## src/core/bsc_consts.svh

```systemverilog
// Functional notes
// - The mode field codes 0x0 as enabled, 0x1 as not ready, 0x2 as disabled; 0x3 is reserved.
// - In not ready mode, far-side configuration requests get a retry completion and all else is ignored.
// - In disabled mode, far-side arrivals are discarded while near-to-far traffic still flows.
// - In not ready and disabled modes the far link and data link layers keep running.
// - Every discarded arrival still returns its flow control credits.
// - When this side is already not ready or disabled and the peer becomes so, this side goes enabled.
// - The mode resets to 0x0 externally and 0x1 internally, restored only by internal resets.
// - With write protection set, far-side writes to the capability complete but change nothing.
// - With write protection set, far-side capability reads return zero except the capability header.
// - With reset action enabled, a far-side reset triggers the selected reset action.
// - Reset action enable and select work only on the internal side and read 0x0 elsewhere.
// - Select 0x0 forces the peer mode to not ready, 0x1 forces this mode to not ready.
// - Bit 5 with non-transparent operation turns a bridge reset pin assertion into a device reset.
// - Writing one to bit 7 starts a device reset; zero does nothing and the bit reads zero.
// - Bits 2 to 5 reset to 0x0 and survive external fundamental and all hot resets.
`ifndef BSC_CONSTS_SVH
`define BSC_CONSTS_SVH
`define BSC_CTL_ADDR     12'h078
`define BSC_CAP_BASE     12'h074
`define BSC_CAP_LAST     12'h0B3
`define BSC_HDR_LAST     12'h077
`define BSC_MODE_ENABLED 2'h0
`define BSC_MODE_NOTRDY  2'h1
`define BSC_MODE_DISABLE 2'h2
`define BSC_MODE_RSVD    2'h3
`define BSC_MODE_RST_EXT 2'h0
`define BSC_MODE_RST_INT 2'h1
`define BSC_PERSIST_RST  1'h0
`define BSC_BIT_PROT     2
`define BSC_BIT_RESET_ACTION_ENABLE     3
`define BSC_BIT_RA       4
`define BSC_BIT_PIN_RESET_TO_DEVICE_ENABLE     5
`define BSC_BIT_RST      7
`endif

```

## src/core/bsc_pkg.sv

```systemverilog
package bsc_pkg;
  // Register access request on the configuration / BAR4 path
  typedef struct packed {
    logic        valid;
    logic        write;
    logic        from_far;
    logic [11:0] addr;
    logic [7:0]  wdata;
  } bsc_req_t;

  // Transaction arriving on the far side
  typedef struct packed {
    logic valid;
    logic is_cfg;
  } bsc_tlp_t;

  // Complete state of the control block
  typedef struct packed {
    logic [1:0] mode;
    logic       prot;
    logic       reset_action_enable;
    logic       ra;
    logic       pin_reset_to_device_enable;
    logic [1:0] peer_prev;
    logic       far_rst_prev;
    logic       pin_prev;
    logic [7:0] rdata;
    logic       rvalid;
    logic       rzero;
    logic       cfg_retry;
    logic       drop;
    logic       credit;
    logic       force_peer;
    logic       dev_reset;
    logic       link_keep;
  } bsc_state_t;

  // Three-stage pin synchroniser state
  typedef struct packed {
    logic [2:0] stage;
    logic       level;
  } bsc_sync_t;
endpackage

```

## src/core/bsc_ctrl.sv

```systemverilog
`timescale 1ns/1ps
`default_nettype none
`include "bsc_consts.svh"
module bsc_ctrl import bsc_pkg::*; #(
  parameter bit IS_INTERNAL = 1'h1
) (
  input  wire logic       i_clk,
  input  wire logic       i_reset,
  input  wire logic       i_int_hot_reset,
  input  wire bsc_req_t   i_req,
  input  wire bsc_tlp_t   i_far_tlp,
  input  wire logic [1:0] i_peer_mode,
  input  wire logic       i_peer_force,
  input  wire logic       i_far_reset_active,
  input  wire logic       i_ntb_mode,
  input  wire logic       i_bridge_reset_pin_n,
  output logic [1:0]      o_mode,
  output logic [7:0]      o_rdata,
  output logic            o_rvalid,
  output logic            o_rzero,
  output logic            o_cfg_retry,
  output logic            o_drop,
  output logic            o_credit,
  output logic            o_link_keep,
  output logic            o_force_peer,
  output logic            o_dev_reset
);
  // ****************************************************************
  // State and helpers
  // ****************************************************************
  bsc_state_t st;
  bsc_state_t next_st;
  logic       pin_level;
  logic [1:0] mode_rst;
  logic       in_cap;
  logic       is_ctl;
  logic       locked;
  logic       far_event;
  logic       pin_event;
  logic [7:0] ctl_view;

  assign mode_rst = IS_INTERNAL ? `BSC_MODE_RST_INT : `BSC_MODE_RST_EXT;

  // Pin synchroniser
  bsc_pin_sync u_pin_sync (
    .i_clk   (i_clk),
    .i_reset (i_reset),
    .i_pin   (i_bridge_reset_pin_n),
    .o_level (pin_level)
  );

  // Address decode and event edges
  always_comb begin
    in_cap    = (i_req.addr >= `BSC_CAP_BASE) && (i_req.addr <= `BSC_CAP_LAST);
    is_ctl    = (i_req.addr == `BSC_CTL_ADDR);
    locked    = i_req.from_far && st.prot;
    far_event = i_far_reset_active && !st.far_rst_prev;
    pin_event = !pin_level && st.pin_prev;
    ctl_view  = 8'h00;
    ctl_view[1:0] = st.mode;
    ctl_view[`BSC_BIT_PROT] = st.prot;
    ctl_view[`BSC_BIT_RESET_ACTION_ENABLE] = st.reset_action_enable;
    ctl_view[`BSC_BIT_RA]   = st.ra;
    ctl_view[`BSC_BIT_PIN_RESET_TO_DEVICE_ENABLE] = st.pin_reset_to_device_enable;
  end

  // ****************************************************************
  // Next state
  // ****************************************************************
  always_comb begin
    next_st = st;
    next_st.peer_prev    = i_peer_mode;
    next_st.far_rst_prev = i_far_reset_active;
    next_st.pin_prev     = pin_level;
    next_st.rvalid       = 1'h0;
    next_st.rzero        = 1'h0;
    next_st.cfg_retry    = 1'h0;
    next_st.drop         = 1'h0;
    next_st.credit       = 1'h0;
    next_st.force_peer   = 1'h0;
    next_st.dev_reset    = 1'h0;
    next_st.link_keep    = 1'h1;

    // Software write, ignored when far side is locked
    if (i_req.valid && i_req.write && is_ctl && !locked) begin
      if (i_req.wdata[1:0] != `BSC_MODE_RSVD) begin
        next_st.mode = i_req.wdata[1:0];
      end
      next_st.prot = i_req.wdata[`BSC_BIT_PROT];
      if (IS_INTERNAL) begin
        next_st.reset_action_enable = i_req.wdata[`BSC_BIT_RESET_ACTION_ENABLE];
        next_st.ra   = i_req.wdata[`BSC_BIT_RA];
      end
      next_st.pin_reset_to_device_enable = i_req.wdata[`BSC_BIT_PIN_RESET_TO_DEVICE_ENABLE];
      next_st.dev_reset = i_req.wdata[`BSC_BIT_RST];
    end

    // Reads, zeroed for locked far access
    if (i_req.valid && !i_req.write) begin
      next_st.rvalid = 1'h1;
      next_st.rdata  = is_ctl ? ctl_view : 8'h00;
      if (locked && in_cap && i_req.addr > `BSC_HDR_LAST) begin
        next_st.rzero = 1'h1;
        next_st.rdata = 8'h00;
      end
    end

    if (st.mode != `BSC_MODE_ENABLED &&
        st.peer_prev == `BSC_MODE_ENABLED &&
        i_peer_mode != `BSC_MODE_ENABLED) begin
      next_st.mode = `BSC_MODE_ENABLED;
    end

    if (IS_INTERNAL && st.reset_action_enable && far_event) begin
      if (st.ra) begin
        next_st.mode = `BSC_MODE_NOTRDY;
      end else begin
        next_st.force_peer = 1'h1;
      end
    end
    if (i_peer_force) begin
      next_st.mode = `BSC_MODE_NOTRDY;
    end

    if (pin_event && st.pin_reset_to_device_enable && i_ntb_mode) begin
      next_st.dev_reset = 1'h1;
    end

    if (i_int_hot_reset) begin
      next_st.mode = mode_rst;
    end

    // Far side arrivals
    if (i_far_tlp.valid) begin
      case (st.mode)
        `BSC_MODE_NOTRDY: begin
          next_st.cfg_retry = i_far_tlp.is_cfg;
          next_st.drop      = !i_far_tlp.is_cfg;
        end
        `BSC_MODE_DISABLE: begin
          next_st.drop = 1'h1;
        end
        default: begin
          next_st.drop = 1'h0;
        end
      endcase
      next_st.credit = 1'h1;
    end
  end

  // ****************************************************************
  // Registers
  // ****************************************************************
  // fundamental reset defaults
  always_ff @(posedge i_clk or posedge i_reset) begin
    if (i_reset) begin
      st      <= '0;
      st.mode <= IS_INTERNAL ? `BSC_MODE_RST_INT : `BSC_MODE_RST_EXT;
      st.prot <= `BSC_PERSIST_RST;
      st.reset_action_enable <= `BSC_PERSIST_RST;
      st.ra   <= `BSC_PERSIST_RST;
      st.pin_reset_to_device_enable <= `BSC_PERSIST_RST;
      st.pin_prev <= 1'h1;
    end else begin
      st <= next_st;
    end
  end

  // Outputs from flip-flops
  assign o_mode       = st.mode;
  assign o_rdata      = st.rdata;
  assign o_rvalid     = st.rvalid;
  assign o_rzero      = st.rzero;
  assign o_cfg_retry  = st.cfg_retry;
  assign o_drop       = st.drop;
  assign o_credit     = st.credit;
  assign o_force_peer = st.force_peer;
  assign o_dev_reset  = st.dev_reset;
  assign o_link_keep  = st.link_keep;
endmodule
`default_nettype wire

```

## src/core/bsc_pin_sync.sv

```systemverilog
`timescale 1ns/1ps
`default_nettype none
// Three-stage synchroniser; level changes once stages two and three agree
module bsc_pin_sync import bsc_pkg::*; (
  input  wire logic i_clk,
  input  wire logic i_reset,
  input  wire logic i_pin,
  output logic      o_level
);
  bsc_sync_t st;
  bsc_sync_t next_st;

  // Shift chain; level follows once stages two and three agree
  always_comb begin
    next_st       = st;
    next_st.stage = {st.stage[1:0], i_pin};
    if (st.stage[1] == st.stage[2]) begin
      next_st.level = st.stage[2];
    end
  end

  // State register, idle high so reset gives no false edge
  always_ff @(posedge i_clk or posedge i_reset) begin
    if (i_reset) begin
      st <= '1;
    end else begin
      st <= next_st;
    end
  end

  // Filtered level straight from its flip-flop
  assign o_level = st.level;
endmodule
`default_nettype wire

```

## config.mk

```make
export PLATFORM = sky130hd
export DESIGN_NAME = bsc_ctrl
export DESIGN_NICKNAME = d
export VERILOG_FILES = /design/src/core/bsc_pkg.sv /design/src/core/bsc_ctrl.sv /design/src/core/bsc_pin_sync.sv
export VERILOG_INCLUDE_DIRS = /design/src /design/src/core
export SDC_FILE = /design/constraint.sdc
export NUM_CORES = 1
export LEC_CHECK = 0
export BUFFER_PORTS_ARGS = -buffer_cell sky130_fd_sc_hd__buf_2
export CAP_MARGIN = 20
export CORE_MARGIN = 2
export CORE_UTILIZATION = 42
export CTS_CLUSTER_SIZE = 8
export DETAILED_ROUTE_END_ITERATION = 10
export PLACE_DENSITY = 0.77
export REMOVE_ABC_BUFFERS = 1
export SLEW_MARGIN = 30
export SYNTH_ARGS = -nofsm -noshare
export SYNTH_HDL_FRONTEND = slang
export SYNTH_SLANG_ARGS = --single-unit
```

## constraint.sdc

```tcl
create_clock -name i_clk -period 1.3 [get_ports i_clk]
set_input_delay 0.13 -clock i_clk [delete_from_list [all_inputs] [get_ports i_clk]]
set_output_delay 0.13 -clock i_clk [all_outputs]
set_load 0.02 [all_outputs]
```

* Word level (Yosys, flattened, before mapping) *
Cells that the tools add are included.

cells by class
  magnitude comparators = 3
  equality and inequality tests = 5
  muxes and demuxes = 18
  reduce and logical (&&, ||, !) cells = 23

operators with widths
  operator               number
  $mux W6                3
  $logic_and A1 B1 Y1    15
  $mux W2                7
  $eq A12 B7 Y1 const B  1
  $ge A12 B7 Y1 const B  1
  $gt A12 B7 Y1 const B  1
  $le A12 B8 Y1 const B  1
  $mux W1                6
  $logic_not A1 Y1       5
  $reduce_bool A2 Y1     2
  $mux W3                1
  $eq A2 B1 Y1 const B   1
  $eq A2 B2 Y1 const B   1
  $logic_not A2 Y1       1
  $ne A2 B2 Y1 const B   1
  $pmux W1 S2            1
  $eq A1 B1 Y1           1

storage, ports and cells
  bits in registers = 28
  bits of input ports = 34
  output and inout port bits = 18
  logic and storage cells = 68

* Longest topological paths before layout *
Gate-level depths: netlist of run 1.

  word-level depth = 9
  mapped depth = 5
  gate-level depth less buffers = 5

* By module *
From an unflattened synthesis of run 1, not the netlist that was laid out.

second synthesis, totals
  cell total of the unflattened synthesis = 93
  area, all modules = 1198.6 um^2

by module, submodules not included
  module        times used  cells an instance  area an instance (um^2)
  bsc_ctrl      1           87                 1078.5
  bsc_pin_sync  1           6                  120.1

* Worst setup path before layout of run 1 *
OpenSTA, ideal clock, no wires.

  path type = input to register
  start point = in i_req[17] (netlist bit)
  end point = reg st, in the netlist ctl_view[2]
  library setup time = 125 ps
  arrival = 1977 ps
  required time = 1175 ps
  slack = -803 ps
  stages = 5
  buffers on the path = 1
  cell sequence = or4_4 or4b_4 or3_1 buf_6 mux2_4

between the ends
  cells in the longest elaborated chain, start to end = 3

RTL lines
  what                               line             text
  from (decl)                        bsc_ctrl.sv:10   input wire bsc_req_t i_req,
  $eq A12 B7 Y1 (no source line)     --
  $logic_and A1 B1 Y1 (2 in series)  bsc_ctrl.sv:85   if (i_req.valid && i_req.write && is_ctl && !locked) begin
  to (signal assigned)               bsc_ctrl.sv:165  st <= next_st;
  to (decl)                          bsc_ctrl.sv:31   bsc_state_t st;

Every way passes these cells.
A chain may end at the register's enable or synchronous reset.

* Worst setup path in the final report of run 1 *
  start point = in i_req[18] (netlist bit)
  end point = reg st, in the netlist ctl_view[4]

Same word-level chain as after synthesis.

==> results of run 1 <==
==> per-layer routing <==
layer  track usage  wire [microns]  vias up
met5             0               0        -
li1              -               -      480
met1         0.174            1040      481
met4        0.0897              47        0
met2         0.356            1620       40
met3        0.0357             155        4
==> power by group <==
part	internal (W)	switching [W]
sequential	0.000905	0.00000982
combinational	0.0000977	0.0000968
clock	0.000171	0.000238
==> sequential cells by signal, summed over array words and instances (netlist names) <==
register            flops
o_rdata                 6
ctl_view                4
st                      4
o_mode                  2
u_pin_sync.next_st      2
o_cfg_retry             1
o_credit                1
o_dev_reset             1
o_drop                  1
o_force_peer            1
o_link_keep             1
o_rvalid                1
o_rzero                 1
u_pin_sync.o_level      1
u_pin_sync.st           1
==> layout by cell type, fill, tap and decap left out, types with 4 or more instances in the layout <==
cell	netlist	routed
nor2_1	4	4
inv_1	9	9
dfrtp_1	22	22
buf_2	0	46
buf_6	1	4
buf_4	10	19
dfstp_2	6	6
a22o_1	6	6
nand2_1	4	4
mux2_4	4	4
dlygate4sd3_1	0	6
==> metrics by stage <==
step,total power (W),utilization,area [sq um]
2_1_floorplan,0.000994,-,1150
3_3_place_gp,0.00109,0.562,1560
3_5_place_dp,0.00110,0.562,1560
4_1_cts,0.00153,0.620,1730
5_1_grt,0.00159,0.630,1750
6_report,0.00152,0.630,1750
==> layout make-up <==
| cell class | instances | area share |
|---|---|---|
| clock buffers | 4 | 0.0207 |
| inverters | 9 | 0.0193 |
| multi-input cells | 52 | 0.261 |
| flip-flops and latches | 28 | 0.404 |
| well taps | 31 | 0.0221 |
| repair buffers | 75 | 0.273 |
==> cell families after synthesis <==
group                      after synthesis
adders and majority gates                4
muxes                                    4
buffers and inverters                   21
AOI/OAI and AO/OA                       15
other                                    2
and+or+nand+nor                         26
DFF                                     28
==> critical path: stages <==
cell and delay, ps:
buf_6 90, or4_4 520, or4b_4 510, or3_4 440, mux2_4 310
==> worst paths after layout <==
kind | from | end | slack [ps] | cells past startpoint
setup reg to reg | ctl_view[2] | o_mode[1] | -330 | 5
min in group asynchronous | i_reset | o_rzero | 420 | 4
setup / recovery | i_req[18] | ctl_view[4] | -480 | 5
max in group asynchronous | i_reset | o_mode[0] | 570 | 4
hold reg to reg | u_pin_sync.next_st[2] | u_pin_sync.next_st[3] | 370 | 0
hold / removal | i_req[2] | ctl_view[2] | 30 | 2
==> what timing repair did <==
| action | 4_1_cts | 5_1_grt |
|---|---|---|
| hold buffers | 6 | 0 |
| endpoints found under the hold margin | 27 | 0 |
| pin swaps | 8 | 1 |
| endpoints found under the setup margin | 13 | 14 |
| setup buffers | 3 | 1 |
| gates resized for setup | 9 | 5 |
==> summary by stage, run 1 <==
Layout
In the final design database the tool counted 206 nets. The area taken by flip-flops and latches is approximately 710 sq um. For this run, the number of standard cells in the final layout without fillers is 199. Relative to the synthesized area, the layout overhead comes to 41.8%. Summing all multi-input logic gate instances after layout gives 458 sq um. In the final layout, the share of cells above drive strength 1 is 0.548.

The layout has between 200 and 250 filler cells. The number of diodes is 0.

Placement
The count of buffers added on input and output ports is 48. The wire-length estimate of the detail-placed layout is ~2200 microns. The setup slack after placement is -965 ps. The congestion estimate from routability-driven global placement came to approximately 0.81.

Including well taps, the total number of placed cells is 186.

Timing
The final number of setup-violating endpoints is 13. The least setup slack across all paths after layout is -475 ps. The post-route clock skew is 5.42 ps. The final cycle utilization of the critical path is 1.37. The count of final max-slew check failures came to 0.

In this run the tightest slew margin relative to its limit is 0.667. The number of hold violations in the final report is 0. The smallest clock period supported by the final layout is computed as 1780 ps. The total negative slack is -4900 ps. Timing would allow up to 563 MHz. Setup repair after global routing could not meet its margin everywhere.

For the pin with the worst max-slew slack, the measured transition is 496 ps. Final hold analysis gives a worst-case slack of 34.8 ps.

Global routing
Entering global routing, the biggest net connects 29 pins. The number of global-route vias before repair came to 1,069. For this run, the total global-route usage over all layers was measured as 0.181. The wire length of the first global-routing pass is 4490 microns.

The overflow left after global routing is 0. The number of antenna violations at the first check in global routing is 0.

Routing
The detailed router finished its first iteration with 19 violations. Dividing the detail-routed via count by the number of cells gives between 5 and 6. The detailed router placed 1,005 vias in this run. For this block, the routed nets add up to 2870 microns of wire. The number of iterations in the first detailed-routing pass is 4.

The count of nets left with antenna violations once routing finished came out at 0. The remaining routing DRC violations is 0. The wire length per cell after detailed routing is 14.4 microns.

Floorplanning
In this run the horizontal extent of the chip is 58.3 microns. The initial utilization of the core area, before any placement, comes to 0.444. The core area is 0.00278 sq mm.

During I/O placement, the number of pins put on the boundary was 52. The area of the die is 0.00339 sq mm. The vertical die dimension is 58.3 microns. The floorplan has 19 rows.

Clock network
The clock latency on the worst-skew pair is 320 ps. The clock transition at the registers of the reported paths is 140 ps. The clock sink total is 28. In this run the clock root is driven by a clkbuf_4.

The number of levels in the clock H-tree is 1. TritonCTS built the clock tree. The maximum clock path buffer count is 2.

The CTS buffer count is 3.

Status
The checks that failed: setup timing. The run finished, with violations left.

Synthesis
The complex-gate fraction of the synthesized area is 0.0992. The top-area cell type share of the netlist area is 0.445. The part of the Yosys area used for sequential elements is 0.573.

The multiplexer area fraction after synthesis is 0.0486. The fraction of the mapped netlist area in simple logic gates is 0.135. The commonest cells after synthesis are 22 x dfrtp_1, 10 x buf_4, 9 x inv_1. The total number of yosys warnings is 0.

The average size of a mapped cell is 12.4 sq um. Of the total synthesized cell area, the portion taken by full adders, half adders and majority gates is 0.0385. By area, the combinational part of the netlist is dominated by simple AND/OR/NAND/NOR gates. After synthesis the netlist holds a flip-flop and latch count of 28.

After synthesis, the share of flip-flops with an asynchronous set or reset is 1.00. After technology mapping, the gate count stands at 100. After synthesis, the cell types taking the most area are dfrtp_1 45%, dfstp_2 13%, buf_4 6.1%. The cell area that synthesis handed to floorplanning was 0.00124 sq mm. The flip-flop cell with the highest count after synthesis is dfrtp_1. The library cell with the highest instance count after synthesis is dfrtp_1. Counting flops with a built-in enable in the synthesized netlist gives 0. Of the total synthesized cell area, the portion taken by XOR and XNOR cells is 0. The count of distinct cell types in the synthesized netlist is 32. The cell taking the most area after synthesis is dfrtp_1.

Flow run
The total of max-cap violations is 0.

Worst setup path
The startpoint kind of the worst setup timing path is an input port. The data arrival time of the critical path is 1990 ps. The worst-path maximum fanout is 5.

The setup path with the least slack is of type input port to flip-flop. The endpoint type of the worst setup path is a flip-flop. At the worst endpoint, the required time is 1520 ps.

Min path
The tightest min-delay check is of the input port to flip-flop type.

Power
VDD sags by at most 0.000702 V. For this design the ratio of total power to cell area is between 800 and 900 mW/mm^2. Summed over all cells, the static leakage comes to 0.931 nW.
(Power assumes the default switching activity.)
==> run 2, diff against run 1 <==
- ABC_AREA: unset -> 1
- CORE_UTILIZATION: 42 -> 43
- PLACE_DENSITY: 0.77 -> 0.78
==> run 2 against run 1 <==
Compared with the run above: the flow now finishes without violations; design area is 0.93% higher; clock skew decreased by 2.5 ps; non-clock buffer count fell by 11; combinational power barely moved; final cell count rose by 20%; hold slack worse by 24 ps; critical path depth stayed put; synthesized cell count increased by 47%; global-route usage shrank 1.7 points; sequential power is essentially flat; clock power is 38% higher; critical path type is now flip-flop to flip-flop; highest routed layer unchanged.
==> summary by stage, run 2 <==
Global routing
The number of antenna violations at the first check in global routing came to 0. Entering global routing, the biggest net connects 29 pins. The overall track demand over capacity in global routing is 0.163.

Global routing finished with a remaining overflow of 0. The number of global-route vias before repair is approximately 1,000. The wire length of the first global-routing pass is 4380 microns.

Worst setup path
For the worst flop-to-flop path, the logic depth is 5. The data required time at the worst endpoint is 1540 ps. Traced cell by cell, the critical path runs through inv_2 > buf_4 > ha_2 > a21oi_1 > and3b_1. The highest cell delay on the worst timing path is 560 ps. For this design, the slowest cell found on the critical path is dfstp_2. The beginning of the worst register-to-register path is o_mode[0]. The worst-path maximum fanout is 2. The worst setup path is captured at a flip-flop. The worst-case register-to-register setup slack is 50 ps. The worst setup path is launched from a flip-flop. The category of the most critical setup path is flip-flop to flip-flop.

The endpoint identified for the worst register-to-register timing path is o_drop. The gate family responsible for the most delay along the worst path is flip-flops. Together, buffers and inverters on the worst path number 2. At the worst endpoint, the arrival time is 1490 ps. The worst setup path startpoint is o_mode[0].

Floorplanning
The core area is 0.00298 sq mm. The area of the die is 0.00354 sq mm. Row generation in the floorplan step produced 20 rows. The die extent in x is 59.5 microns. The initial utilization of the core area, before any placement, comes to 0.444. In this run the count of I/O pins placed on the die edge is 52. The floorplan step set the die height to 59.5 microns.

Placement
After legalization and detailed placement, the total HPWL measured 1860 microns. The final estimated routing congestion in global placement is roughly 0.8. The post-detailed-placement cell area is between 0.0015 and 0.002 sq mm. The number of buffer cells added on primary ports is 48.

Timing
The count of final max-slew check failures was 0. Dividing the final minimum period by the clock period gives 0.964. The maximum clock frequency is 798 MHz.

The number of hold violations in the final report was 0. The final number of setup-violating endpoints is 0. The post-route clock skew is just under 3 ps. Setup repair after global routing left no endpoint under its margin.

The shortest clock period the worst path allows after layout is around 1300 ps.

Layout
The share of final-layout standard cells stronger than drive strength 1 is 0.383. The register with the most flip-flops in the layout has 6 of them. Across the whole layout, storage elements account for a little over 700 sq um. The footprint of the multi-input gates is 465 sq um.

Leaving out fill and tap cells, the most frequent cell in the layout is buf_2. The number of antenna diodes in the final layout is 0. The count of fill cells added during filler insertion is roughly 260. The net count of the finished layout is 244. Once layout is done, the placed cells without fillers occupy 0.00177 sq mm. The top cell types in the final layout, fill and taps aside, are 47 x buf_2, 31 x nand2_1, 23 x inv_1, 22 x dfrtp_1, 12 x nor2_1. The area added between synthesis and finish is 33.8%.

Flow run
The total of max-cap violations is 0.

Clock network
In this run the clock root is driven by a clkbuf_4. For the worst-skew pair, the clock arrives at the later sink with an insertion delay of 330 ps. The number of levels in the clock H-tree is 1. Clock tree synthesis inserted a total of 3 buffers. The clock passes through at most 2 buffers.

The clock transition at the registers of the reported paths is ~150 ps. The clock tree from TritonCTS is yes. The tree built by TritonCTS fans out to 28 sinks.

Routing
The number of iterations in the first detailed-routing pass is 4. The wire length per cell after detailed routing is 10.4 microns. The detailed router placed 1,061 vias in this run. The final routed wirelength across all metal layers is 2490 microns. The residual antenna-violating net count after detailed routing is 0. The remaining routing DRC violations is 0.

The detailed router finished its first iteration with 21 violations. After detailed routing, the number of vias per cell comes to 4.44.

Synthesis
The total number of yosys warnings is 0. The flop and latch count out of synthesis is 28. The cell area after synthesis is 0.00132 sq mm. The library cell with the highest instance count after synthesis is nand2_1.

In this run, distinct cell masters in the synthesized netlist total 22. By area the synthesized netlist is led by dfrtp_1 42%, dfstp_2 12%, nand2_1 8.8%. The async set-or-reset flop fraction in the synthesized netlist is 1.00. The part of the Yosys area used for sequential elements is 0.535. The number of flops mapped to enable cells by yosys is 0. The cell taking the most area after synthesis is dfrtp_1. The flip-flop cell with the highest count after synthesis is dfrtp_1. The share of synthesized area in the top cell type comes to 0.416.

The average instance in the mapped netlist occupies 9.00 sq um. In the synthesized netlist, the cells that appear most often are 31 x nand2_1, 24 x inv_1, 22 x dfrtp_1. In the synthesized netlist, the number of instances is ~150.

Min path
Along the worst hold path, the cell count comes to 3. In this run the most critical hold path is launched from i_req[2]. The worst hold path terminates at ctl_view[2]. The tightest min-delay check is of the input port to flip-flop type.

Power
For this design the static power due to leakage is 0.996 nW. IR analysis of the VDD net gives a maximum drop of 0.000497 V. Power spread over the standard cell area amounts to approximately 950 mW/mm^2. The overall power after layout is approximately 0.0017 W.

Status
The flow ran to the end, and the final reports show no timing, DRC or antenna violations.
[run 2: cell count changes after synthesis, sizes merged, moves of 6 or more]
cell   before  now
nand2       4   34
inv         9   24
nor2        4   17
nand3       1   10
o21ai       1    8
a22o        6    0
[run 2: kinds of logic after synthesis]
kind of cell    Yosys count  share of synthesized area
compound gates            9                     0.0341
flops                    28                      0.535
buf+inv                  35                      0.138
fa+ha+maj                 4                     0.0360
other cells               2                    0.00568
simple gates             69                      0.251
[run 2: through the flow]
stage | setup slack, ps | hold slack (ps) | std cells | util | TNS, ps
after detailed placement | -13.3 | 220 | 223 | 0.525 | -13.3
after global placement | 2.63 | 203 | 223 | 0.525 | 0
after CTS | 5.93 | 1.73 | 236 | 0.573 | 0
after global routing | 4.97 | 7.79 | 239 | 0.594 | 0
after floorplan | -87.5 | 134 | 138 | - | -152
final | 46.8 | 10.5 | 239 | 0.594 | 0
[run 2: report_power, final]
group	internal, W	total, W	switching (W)
sequential	0.000905	0.000915	0.00000920
combinational	0.0000945	0.000195	0.000101
clock	0.000312	0.000565	0.000253
total	0.00131	0.00168	0.000363
[run 2: worst reg2reg max path: stages (launching register included)]
cell     delay, ps
dfstp_2        560
inv_2           40
buf_4          130
ha_2           160
a21oi_1        100
and3b_1        180
[run 2: metal layers]
| metal | up-vias | wire (microns) | global-route usage |
|---|---|---|---|
| met1 | 476 | 1080 | 0.199 |
| li1 | 554 | - | - |
| met4 | 0 | 17 | 0.0584 |
| met5 | - | 0 | 0 |
| met3 | 2 | 118 | 0.0240 |
| met2 | 29 | 1270 | 0.289 |
[run 2: cell type report]
cell class / count / share of cell area
clock buffer: 3 / 0.0127
clock inverter: 1 / 0.0170
inverter: 25 / 0.0608
multi-input combinational: 85 / 0.263
sequential: 28 / 0.400
tap: 33 / 0.0233
timing repair buffer: 64 / 0.223
[run 2: worst max-delay path by stage]
stage | to | slack [ps] | cells past startpoint
floorplan | o_mode[0] | -90 | 8
global placement | o_mode[0] | 3 | 8
detailed placement | o_mode[0] | -10 | 8
CTS | o_mode[0] | 6 | 8
global route | o_mode[0] | 5 | 8
finish | o_drop | 50 | 5
[run 2: what timing repair did]
action | 4_1_cts | 5_1_grt
setup endpoints to repair | 1 | 15
resized for setup | 1 | 10
hold buffers | 9 | 2
endpoints found under the hold margin | 30 | 2
buffers inserted | 0 | 1
pin swaps | 0 | 3
